===== config.mk =====
export PLATFORM = sky130hd
export DESIGN_NAME = datacomm_interrupt_cause_mask
export DESIGN_NICKNAME = d
export VERILOG_FILES = /design/src/pkg/dc_intr_pkg.sv /design/src/datacomm_interrupt_cause_mask.sv /design/src/dc_rxq_flow.sv
export SDC_FILE = /design/constraint.sdc
export NUM_CORES = 1
export LEC_CHECK = 0
export BUFFER_PORTS_ARGS = -buffer_cell sky130_fd_sc_hd__buf_2
export CORE_ASPECT_RATIO = 0.75
export CORE_MARGIN = 10
export CORE_UTILIZATION = 47
export CTS_CLUSTER_DIAMETER = 60
export DETAILED_ROUTE_END_ITERATION = 12
export PLACE_DENSITY_LB_ADDON = 0.1
export REMOVE_ABC_BUFFERS = 1
export SETUP_SLACK_MARGIN = 0.05
export SLEW_MARGIN = 30
export SYNTH_ARGS = -nofsm -noshare
export SYNTH_HDL_FRONTEND = slang
export SYNTH_SLANG_ARGS = --single-unit

===== constraint.sdc =====
create_clock -name aclk -period 2.4 [get_ports aclk]
set_input_delay 0.24 -clock aclk [delete_from_list [all_inputs] [get_ports aclk]]
set_output_delay 0.24 -clock aclk [all_outputs]
set_load 0.02 [all_outputs]

===== src/pkg/dc_intr_pkg.sv =====
// Package: register map, cause bit layout and constants for the datacomm interrupt block
package dc_intr_pkg;

    // Register byte offsets (one aligned 32-bit word each)
    localparam logic [7:0] ctrl_off = 8'h00;
    localparam logic [7:0] cause_off = 8'h04;
    localparam logic [7:0] mask_off = 8'h08;
    localparam logic [7:0] rxq_off = 8'h0c;
    localparam logic [7:0] raw_off = 8'h10;

    localparam int cause_width = 8;

    // Cause bit positions shared by both protocol modes
    localparam int bit_rx_data = 0;
    localparam int bit_prompt_or_sent = 1;
    localparam int bit_error = 2;
    localparam int bit_modem_change = 3;
    localparam int bit_no_activity = 4;
    localparam int bit_lost_carrier = 5;
    // Character mode only
    localparam int bit_eol = 6;
    localparam int bit_break = 7;

    // Causes that exist in block-link mode and in character mode
    localparam logic [7:0] link_valid_causes = 8'h3f;
    localparam logic [7:0] async_valid_causes = 8'hff;

    // Reset values
    localparam logic [7:0] cause_reset = 8'h00;
    localparam logic [7:0] mask_reset = 8'h00;
    localparam logic ctrl_mode_reset = 1'b0;
    localparam logic ctrl_hs_reset = 1'b0;

    // Control register fields
    localparam int ctrl_mode_bit = 0;
    localparam int ctrl_hs_bit = 1;

    // Receive queue status codes
    localparam logic [1:0] rxq_empty = 2'h0;
    localparam logic [1:0] rxq_data = 2'h1;
    localparam logic [1:0] rxq_ctrl = 2'h2;
    localparam logic [1:0] rxq_both = 2'h3;

    // AXI responses
    localparam logic [1:0] resp_okay = 2'h0;
    localparam logic [1:0] resp_slverr = 2'h2;

    typedef enum logic [0:0] {
        mode_async = 1'b0,
        mode_link = 1'b1
    } proto_mode_e;

endpackage : dc_intr_pkg


===== src/datacomm_interrupt_cause_mask.sv =====
// Datacomm interrupt cause/mask block with AXI4-Lite register slave
`timescale 1ns/1ps

////////////////////////////////////////////////////////////////////////////////
module datacomm_interrupt_cause_mask (
    // Clock and reset
    input wire logic aclk,
    input wire logic aresetn,
    // AXI4-Lite write address
    input wire logic [7:0] s_axi_awaddr,
    input wire logic s_axi_awvalid,
    output logic s_axi_awready,
    // AXI4-Lite write data
    input wire logic [31:0] s_axi_wdata,
    input wire logic [3:0] s_axi_wstrb,
    input wire logic s_axi_wvalid,
    output logic s_axi_wready,
    // AXI4-Lite write response
    output logic [1:0] s_axi_bresp,
    output logic s_axi_bvalid,
    input wire logic s_axi_bready,
    // AXI4-Lite read address
    input wire logic [7:0] s_axi_araddr,
    input wire logic s_axi_arvalid,
    output logic s_axi_arready,
    // AXI4-Lite read data
    output logic [31:0] s_axi_rdata,
    output logic [1:0] s_axi_rresp,
    output logic s_axi_rvalid,
    input wire logic s_axi_rready,
    // Cause events, one-cycle pulses, meaning per protocol mode
    input wire logic [dc_intr_pkg::cause_width-1:0] cause_event,
    // Receive queue state
    input wire logic rxq_has_data,
    input wire logic rxq_has_ctrl,
    input wire logic rxq_full,
    input wire logic rxq_push,
    // Link side
    output logic remote_hold_off,
    // Host interrupt
    output logic irq
);
    import dc_intr_pkg::*;

    ////////////////////////////////////////////////////////////////////////////
    // Helpers

    function automatic logic [7:0] valid_causes(input logic mode);
        valid_causes = (mode == mode_link) ? link_valid_causes : async_valid_causes;
    endfunction : valid_causes

    function automatic logic [31:0] zext8(input logic [7:0] v);
        zext8 = {24'h000000, v};
    endfunction : zext8

    ////////////////////////////////////////////////////////////////////////////
    // State

    logic [7:0] cause;
    logic [7:0] mask;
    logic mode;
    logic handshake_en;
    logic aw_held;
    logic [7:0] aw_addr;
    logic w_held;
    logic [31:0] w_data;
    logic [3:0] w_strb;

    logic [7:0] next_cause;
    logic [7:0] next_mask;
    logic next_mode;
    logic next_handshake_en;
    logic next_aw_held;
    logic [7:0] next_aw_addr;
    logic next_w_held;
    logic [31:0] next_w_data;
    logic [3:0] next_w_strb;
    logic next_bvalid;
    logic [1:0] next_bresp;
    logic next_arready;
    logic next_rvalid;
    logic [31:0] next_rdata;
    logic [1:0] next_rresp;
    logic next_irq;
    logic next_awready;
    logic next_wready;

    logic [1:0] rxq_status;
    logic overflow;
    logic do_write;
    logic do_read;
    logic cause_read;
    logic [7:0] events;

    ////////////////////////////////////////////////////////////////////////////
    // Receive queue flow

    dc_rxq_flow u_rxq_flow (
        .aclk(aclk),
        .aresetn(aresetn),
        .handshake_en(handshake_en),
        .rxq_has_data(rxq_has_data),
        .rxq_has_ctrl(rxq_has_ctrl),
        .rxq_full(rxq_full),
        .rxq_push(rxq_push),
        .rxq_status(rxq_status),
        .hold_off(remote_hold_off),
        .overflow(overflow)
    );

    ////////////////////////////////////////////////////////////////////////////
    // Bus slave and cause logic

    always_comb begin
        next_aw_held = aw_held;
        next_aw_addr = aw_addr;
        next_w_held = w_held;
        next_w_data = w_data;
        next_w_strb = w_strb;
        next_bvalid = s_axi_bvalid;
        next_bresp = s_axi_bresp;
        next_arready = 1'b0;
        next_rvalid = s_axi_rvalid;
        next_rdata = s_axi_rdata;
        next_rresp = s_axi_rresp;
        next_mask = mask;
        next_mode = mode;
        next_handshake_en = handshake_en;

        // Address and data may arrive in either order; each is held once taken
        if (s_axi_awvalid && s_axi_awready) begin
            next_aw_held = 1'b1;
            next_aw_addr = s_axi_awaddr;
        end
        if (s_axi_wvalid && s_axi_wready) begin
            next_w_held = 1'b1;
            next_w_data = s_axi_wdata;
            next_w_strb = s_axi_wstrb;
        end

        do_write = aw_held && w_held && !s_axi_bvalid;
        if (do_write) begin
            next_aw_held = 1'b0;
            next_w_held = 1'b0;
            next_bvalid = 1'b1;
            next_bresp = resp_okay;
            case (aw_addr)
                ctrl_off: begin
                    if (w_strb[0]) begin
                        next_mode = w_data[ctrl_mode_bit];
                        next_handshake_en = w_data[ctrl_hs_bit];
                    end
                end
                mask_off: begin
                    // Mask is the sum of wanted cause weights
                    if (w_strb[0]) begin
                        next_mask = w_data[7:0];
                    end
                end
                cause_off, rxq_off, raw_off: begin
                    // Read-only words: write ignored
                end
                default: begin
                    next_bresp = resp_slverr;
                end
            endcase
        end
        if (s_axi_bvalid && s_axi_bready) begin
            next_bvalid = 1'b0;
        end

        // Reads: arready pulses for one cycle, data follows next cycle
        do_read = s_axi_arvalid && s_axi_arready;
        cause_read = 1'b0;
        if (!s_axi_arready && !s_axi_rvalid && s_axi_arvalid) begin
            next_arready = 1'b1;
        end
        if (do_read) begin
            next_rvalid = 1'b1;
            next_rresp = resp_okay;
            case (s_axi_araddr)
                ctrl_off: next_rdata = {30'h00000000, handshake_en, mode};
                cause_off: begin
                    next_rdata = zext8(cause);
                    cause_read = 1'b1;
                end
                mask_off: next_rdata = zext8(mask);
                rxq_off: next_rdata = {30'h00000000, rxq_status};
                raw_off: next_rdata = zext8(cause & mask);
                default: begin
                    next_rdata = 32'h00000000;
                    next_rresp = resp_slverr;
                end
            endcase
        end
        if (s_axi_rvalid && s_axi_rready) begin
            next_rvalid = 1'b0;
        end

        // Overflow without handshaking reports as a character-mode error
        events = cause_event;
        if (mode == mode_async) begin
            events[bit_error] = cause_event[bit_error] | overflow;
        end
        events = events & valid_causes(mode);
        // Read clears, but an event in the same cycle still sets
        next_cause = (cause_read ? 8'h00 : cause) | events;
        // Only unmasked causes reach the host
        next_irq = |(next_cause & next_mask);

        next_awready = !aw_held && !s_axi_awready && s_axi_awvalid && !next_aw_held;
        next_wready = !w_held && !s_axi_wready && s_axi_wvalid && !next_w_held;
    end

    always_ff @(posedge aclk) begin
        if (!aresetn) begin
            cause <= cause_reset;
            mask <= mask_reset;
            mode <= ctrl_mode_reset;
            handshake_en <= ctrl_hs_reset;
            aw_held <= 1'b0;
            aw_addr <= 8'h00;
            w_held <= 1'b0;
            w_data <= 32'h00000000;
            w_strb <= 4'h0;
            s_axi_awready <= 1'b0;
            s_axi_wready <= 1'b0;
            s_axi_bvalid <= 1'b0;
            s_axi_bresp <= resp_okay;
            s_axi_arready <= 1'b0;
            s_axi_rvalid <= 1'b0;
            s_axi_rdata <= 32'h00000000;
            s_axi_rresp <= resp_okay;
            irq <= 1'b0;
        end else begin
            cause <= next_cause;
            mask <= next_mask;
            mode <= next_mode;
            handshake_en <= next_handshake_en;
            aw_held <= next_aw_held;
            aw_addr <= next_aw_addr;
            w_held <= next_w_held;
            w_data <= next_w_data;
            w_strb <= next_w_strb;
            s_axi_awready <= next_awready;
            s_axi_wready <= next_wready;
            s_axi_bvalid <= next_bvalid;
            s_axi_bresp <= next_bresp;
            s_axi_arready <= next_arready;
            s_axi_rvalid <= next_rvalid;
            s_axi_rdata <= next_rdata;
            s_axi_rresp <= next_rresp;
            irq <= next_irq;
        end
    end

endmodule : datacomm_interrupt_cause_mask


===== src/dc_rxq_flow.sv =====
// Receive queue occupancy status and remote hold-off logic
`timescale 1ns/1ps
module dc_rxq_flow (
    // Clock and reset
    input wire logic aclk,
    input wire logic aresetn,
    // Configuration
    input wire logic handshake_en,
    // Queue state from the datapath
    input wire logic rxq_has_data,
    input wire logic rxq_has_ctrl,
    input wire logic rxq_full,
    input wire logic rxq_push,
    // Results
    output logic [1:0] rxq_status,
    output logic hold_off,
    output logic overflow
);
    import dc_intr_pkg::*;

    logic [1:0] next_rxq_status;
    logic next_hold_off;
    logic next_overflow;

    always_comb begin
        next_rxq_status = {rxq_has_ctrl, rxq_has_data};
        // Hold the remote off while full only when handshaking is on
        next_hold_off = handshake_en & rxq_full;
        // Without handshaking a push into a full queue is lost data
        next_overflow = ~handshake_en & rxq_full & rxq_push;
    end

    always_ff @(posedge aclk) begin
        if (!aresetn) begin
            rxq_status <= rxq_empty;
            hold_off <= 1'b0;
            overflow <= 1'b0;
        end else begin
            rxq_status <= next_rxq_status;
            hold_off <= next_hold_off;
            overflow <= next_overflow;
        end
    end

endmodule : dc_rxq_flow


Yosys cells after proc, flatten, opt, wreduce, memory -nomap -nowiden. Index checks and enable logic that the tools add are counted.

Register bits after elaboration: 83. Latch bits: 0. RAM bits: 0. ROM bits: 0. Bits of input ports: 71. Memories kept: 0.

Add/sub/neg operators: 0. Multiply operators: 0. Div/mod/pow operators: 0. $lt $le $gt $ge: 0. Equal/unequal tests: 8. Shift-type cells: 0. Mux-type cells: 16. Bitwise gates (word level): 10. Reductions and logical operators: 32.

Operators with widths (number): $mux W8 (5); $pmux W8 S5 (1); $eq A8 B4 Y1 const B (4); $and A8 B8 Y8 (3); $eq A8 B3 Y1 const B (2); $eq A8 B5 Y1 const B (2); $logic_not A8 Y1 (2); $logic_and A1 B1 Y1 (15); $reduce_or A5 Y1 (2); $logic_not A1 Y1 (9); $mux W1 (8); $or A8 B8 Y8 (1); $reduce_or A8 Y1 (1); $mux W2 (2); $reduce_or A2 Y1 (2); $and A1 B1 Y1 (3); $reduce_and A3 Y1 (1); $not A1 Y1 (2); $or A1 B1 Y1 (1).

Depth between registers and ports, before layout.
Depth in word-level cells: 7. Depth in mapped cells: 6. Gate-level depth less buffers: 5.

By module. From an unflattened synthesis, not the netlist that was laid out.

Cell total of the unflattened synthesis: 290. Area total of the unflattened synthesis: 2627.5 um^2.

Modules (own cells, without submodules): datacomm_interrupt_cause_mask (instances 1, cells each 282, area an instance 2514.9 um^2); dc_rxq_flow (instances 1, cells each 8, area an instance 112.6 um^2).

Least setup slack after synthesis. OpenSTA, ideal clock, no wires.

Path type: register to register. Start: reg aw_addr[1]. End: reg irq. Library setup time: 0.125 ns. Data arrival time: 1.803 ns. Setup slack: 0.472 ns. Stages on the path, launching flop included: 7. Buffers on the path: 1. Period minus slack after synthesis: 1.928 ns. Path through: dfxtp_1 > or4_4 > nand4bb_4 > buf_6 > mux2i_1 > o22ai_1 > o41a_1.

Word-level cells in the longest chain between the ends: 5.

Ends and longest elaborated chain: start, declared (line datacomm_interrupt_cause_mask.sv:64) `logic [7:0] aw_addr;`; start signal, assigned (line datacomm_interrupt_cause_mask.sv:241) `aw_addr <= next_aw_addr;`; $eq A8 B4 Y1 (line datacomm_interrupt_cause_mask.sv:147) `case (aw_addr)`; $mux W8 (line datacomm_interrupt_cause_mask.sv:147); $mux W8 (line datacomm_interrupt_cause_mask.sv:142) `if (do_write) begin`; $and A8 B8 Y8 (line datacomm_interrupt_cause_mask.sv:209) `next_irq = |(next_cause & next_mask);`; $reduce_or A8 Y1 (line datacomm_interrupt_cause_mask.sv:209); end signal, assigned (line datacomm_interrupt_cause_mask.sv:253) `irq <= next_irq;`; end, declared (line datacomm_interrupt_cause_mask.sv:41) `output logic irq`.

Every way passes these cells. A chain may end at the register's enable or synchronous reset.

Final worst setup path. Same ends and word-level chain as after synthesis.

==> metrics.md <==
| Metric | Value |
|---|---|
| Hold-fix buffers, CTS | `0` |
| Post-CTS Repair Setup Buffers | `0` |
| Synth Instances | `289` |
| Setup TNS | `0 ns` |
| Reg2Reg Setup Slack | `approximately 0.28 ns` |
| Worst-Skew Late Latency | `0.34 ns` |
| Final hold vios | `0` |
| Ant. Diodes | `0` |
| CTS buffer count | `9` |
| Max clock buf depth | `2` |
| Max-slew violations | `0` |
| Syn avg cell area | `approximately 9 µm²` |
| #FFs+latches synth | `between 50 and 60` |
| Initial DRC Count | `72` |
| Post-DP HPWL | `4650 µm` |
| Combinational family with the most area after synthesis | `simple AND/OR/NAND/NOR gates` |
| Drt drc | `0` |
| Achievable Freq | `approximately 0.47 GHz` |
| Root buffer cell | `clkbuf_8` |
| Max FO, Critical Path | `8` |
| Reg2reg start | `aw_addr[1]` |
| Worst path cell trace | `or4_4, nand4bb_4, mux2i_1, o22ai_1, o41a_1` |
| Hold slack | `approximately 0.10 ns` |
| IO Port Bufs | `60` |
| Worst setup EP type | `register` |
| Largest net degree at the start of global routing | `57` |
| First-pass GRT wire length | `~10000 µm` |
| Wire length per cell | `roughly 14 µm` |
| RSZ-0062 raised after global routing | `no` |
| Post-synth top area cell | `dfxtp_1` |
| Post-CTS sizing | `0` |
| Die area | `approximately 9000 µm²` |
| Multi-input gate area | `about 1300 µm²` |
| Status | `completed` |
| Initial Util | `between 40% and 50%` |
| Commonest non-fill, non-tap cell in the layout | `buf_2` |
| Max rail drop VDD | `~470 µV` |
| Post-synthesis xor/xnor area fraction | `0.333%` |
| Max cap viols | `0` |
| Hold path startpoint | `rxq_has_data` |
| # fillers | `about 530` |
| Util after Layout | `between 50 and 60%` |
| Sequential area share after synthesis | `43.4%` |
| Reg area | `~1100 µm²` |
| Reg2reg path depth | `5` |
| Pre-antenna DRT Iters | `5` |
| Post-DR vias/cell | `4.79` |
| Tmin final | `between 2 and 2.5 ns` |
| Post-Synth Adder-Cell Area | `0%` |
| R2r endpoint | `irq` |
| Hold path cells | `2` |
| Area delta synth->final | `17.6%` |
| Design Area, Final | `roughly 3100 µm²` |
| Total Nets Final | `between 400 and 500` |
| Startpoint types | `register` |
| Via Count | `2059` |
| Yosys warnings | `0` |
| H-tree depth | `3` |
| Worst path max stage delay | `~0.53 ns` |
| Detail Route Antenna Nets | `0` |
| Largest cells by area after synthesis | `dfxtp_1, buf_4, a21boi_0` |
| Wirelength, routed | `around 6000 µm` |
| TritonCTS clock tree | `built` |
| Commonest cells after routing, fill and taps aside | `buf_2, dfxtp_1, nand2_1` |
| Vias in the first global route | `approximately 2.1k` |
| Period utilization | `around nine tenths` |
| Post-Syn Area | `approximately 2600 µm²` |
| Endpoints failing setup | `0` |
| End of the worst hold path | `u_rxq_flow.rxq_status[0]` |
| Simple-Gate Fraction of Synth Area | `a little under a quarter` |
| Crit-path slowest cell | `or4_4` |
| Die Ht | `~85 µm` |
| Share of cells above drive strength 1 | `roughly a quarter` |
| Clock slew at reported path FFs | `roughly 0.070 ns` |
| Final global-route overflow total | `0` |
| Overall Global Routing Usage | `between 10 and 15%` |
| Max Clock Skew | `0.0100 ns` |
| Rows | `23` |
| Kind of critical path | `register to register` |
| CP arrival | `~2.3 ns` |
| Worst-margin pin slew | `0.815 ns` |
| Power Dens Cells | `674 nW/µm²` |
| Slew margin rel. | `45.7%` |
| Die X | `around 110 µm` |
| Mux cell area share after synthesis | `between 5 and 6%` |
| Leak Pwr | `roughly 0.0013 µW` |
| Ports | `114` |
| Synth Area in Compound Gates | `16.5%` |
| Initial antenna violation count | `0` |
| Netlist cell types | `43` |
| Top-area cell type share of the netlist area | `a little over two fifths` |
| Placed Area | `~2900 µm²` |
| Gpl congestion | `~0.8` |
| Min-delay worst type | `primary input to register` |
| Worst Path Required | `around 2.6 ns` |
| Placeable Area | `5380 µm²` |
| CTS Sinks | `57` |
[critical path, delay by kind of cell, from the launching register on]
| kind | cells | cell delay [ns] |
|---|---|---|
| AO/OA/AOI/OAI | 2 | 0.54 |
| flip-flops | 1 | 0.32 |
| multiplexers | 1 | 0.28 |
| AND/OR/NAND/NOR | 2 | 0.87 |
[flip-flops by register name, summed over array words and instances, names as in the netlist]
name and count:
aw_held 1, s_axi_rdata 8, u_rxq_flow.overflow 1, u_rxq_flow.hold_off 1, s_axi_wready 1, aw_addr 8
mask 8, s_axi_rvalid 1, mode 1, cause 8, handshake_en 1, s_axi_arready 1
s_axi_rresp 1, s_axi_bvalid 1, u_rxq_flow.rxq_status 2, s_axi_bresp 1, irq 1, w_strb 1
s_axi_awready 1, w_data 8, w_held 1
[kinds of logic (layout without fill, tap and decap cells)]
| kind of cell | Yosys count | count (layout) |
|---|---|---|
| buf+inv | 43 | 84 |
| flops | 57 | 57 |
| simple gates | 109 | 109 |
| xor+xnor | 1 | 1 |
| mux | 14 | 14 |
| compound gates | 64 | 64 |
| other cells | 1 | 26 |
[Yosys cell counts]
| library cell | instances |
|---|---|
| a221oi_1 | 1 |
| and2b_2 | 1 |
| and4bb_2 | 1 |
| a21boi_0 | 23 |
| o21a_1 | 6 |
| or3b_2 | 1 |
| nand2b_1 | 1 |
| dfxtp_1 | 57 |
| nor2_1 | 6 |
| and3b_1 | 1 |
| and2_1 | 10 |
| mux2i_1 | 14 |
| xnor2_1 | 1 |
| buf_1 | 2 |
| nor4_1 | 1 |
| clkdlybuf4s50_1 | 1 |
| or4_1 | 1 |
| inv_1 | 4 |
| and2b_1 | 3 |
| a21bo_2 | 1 |
| clkbuf_1 | 8 |
| or4_4 | 1 |
| nand4bb_4 | 1 |
| nand3_1 | 12 |
| and3_1 | 1 |
| nor3b_1 | 1 |
| nor2b_1 | 19 |
| buf_4 | 27 |
| o22ai_1 | 4 |
| nor3_1 | 3 |
| conb_1 | 1 |
| a21oi_1 | 9 |
| and3b_2 | 1 |
| nor4bb_1 | 3 |
| o41a_1 | 1 |
| nor4b_1 | 2 |
| nand2_1 | 38 |
| o32ai_1 | 2 |
| o21ai_0 | 11 |
| and4b_1 | 1 |
| a31oi_1 | 2 |
| buf_6 | 1 |
| a22oi_1 | 4 |
[routing by layer]
layer | routed length (µm) | up-vias | global-route usage, %
met3 | 483 | 8 | 7.48
met5 | 0 | - | 0
met4 | 60 | 0 | 4.79
li1 | - | 1067 | -
met2 | 2530 | 55 | 19.6
met1 | 3020 | 929 | 17.4
[area by class of cell]
cell class                      instances  share of cell area, %
Clock buffer                           10                   4.46
Clock inverter                          6                   2.19
Inverter                                4                  0.486
Multi-Input combinational cell        214                   42.2
Sequential cell                        57                   37.0
Tap cell                               75                   3.04
Timing Repair Buffer                   64                   10.7
[report_power, final]
part           leakage (µW)  total (µW)  switching, µW  internal (µW)
registers          0.000464         995           21.2            974
logic              0.000772         186            113           73.4
clock network     0.0000985         900            392            508
total               0.00133        2080            526           1560
[worst max-delay path by stage]
stage / startpoint / end / slack [ns] / cells after the start
after floorplan: aw_addr[1] / irq / 0.47 / 5
after global placement: aw_addr[1] / irq / 0.31 / 5
after detailed placement: aw_addr[1] / irq / 0.28 / 5
after CTS: aw_addr[1] / irq / 0.27 / 5
after global routing: aw_addr[1] / irq / 0.21 / 5
final: aw_addr[1] / irq / 0.28 / 5
[metrics by stage]
stage | power, µW | worst slack [ns] | instances
finish | 2080 | 0.280 | 430
global route | 2190 | 0.207 | 430
CTS | 2110 | 0.270 | 430
detailed placement | 1200 | 0.279 | 414
global placement | 1200 | 0.307 | 414
floorplan | 1120 | 0.468 | 275
Note: power is estimated with default switching activity, not from simulation.
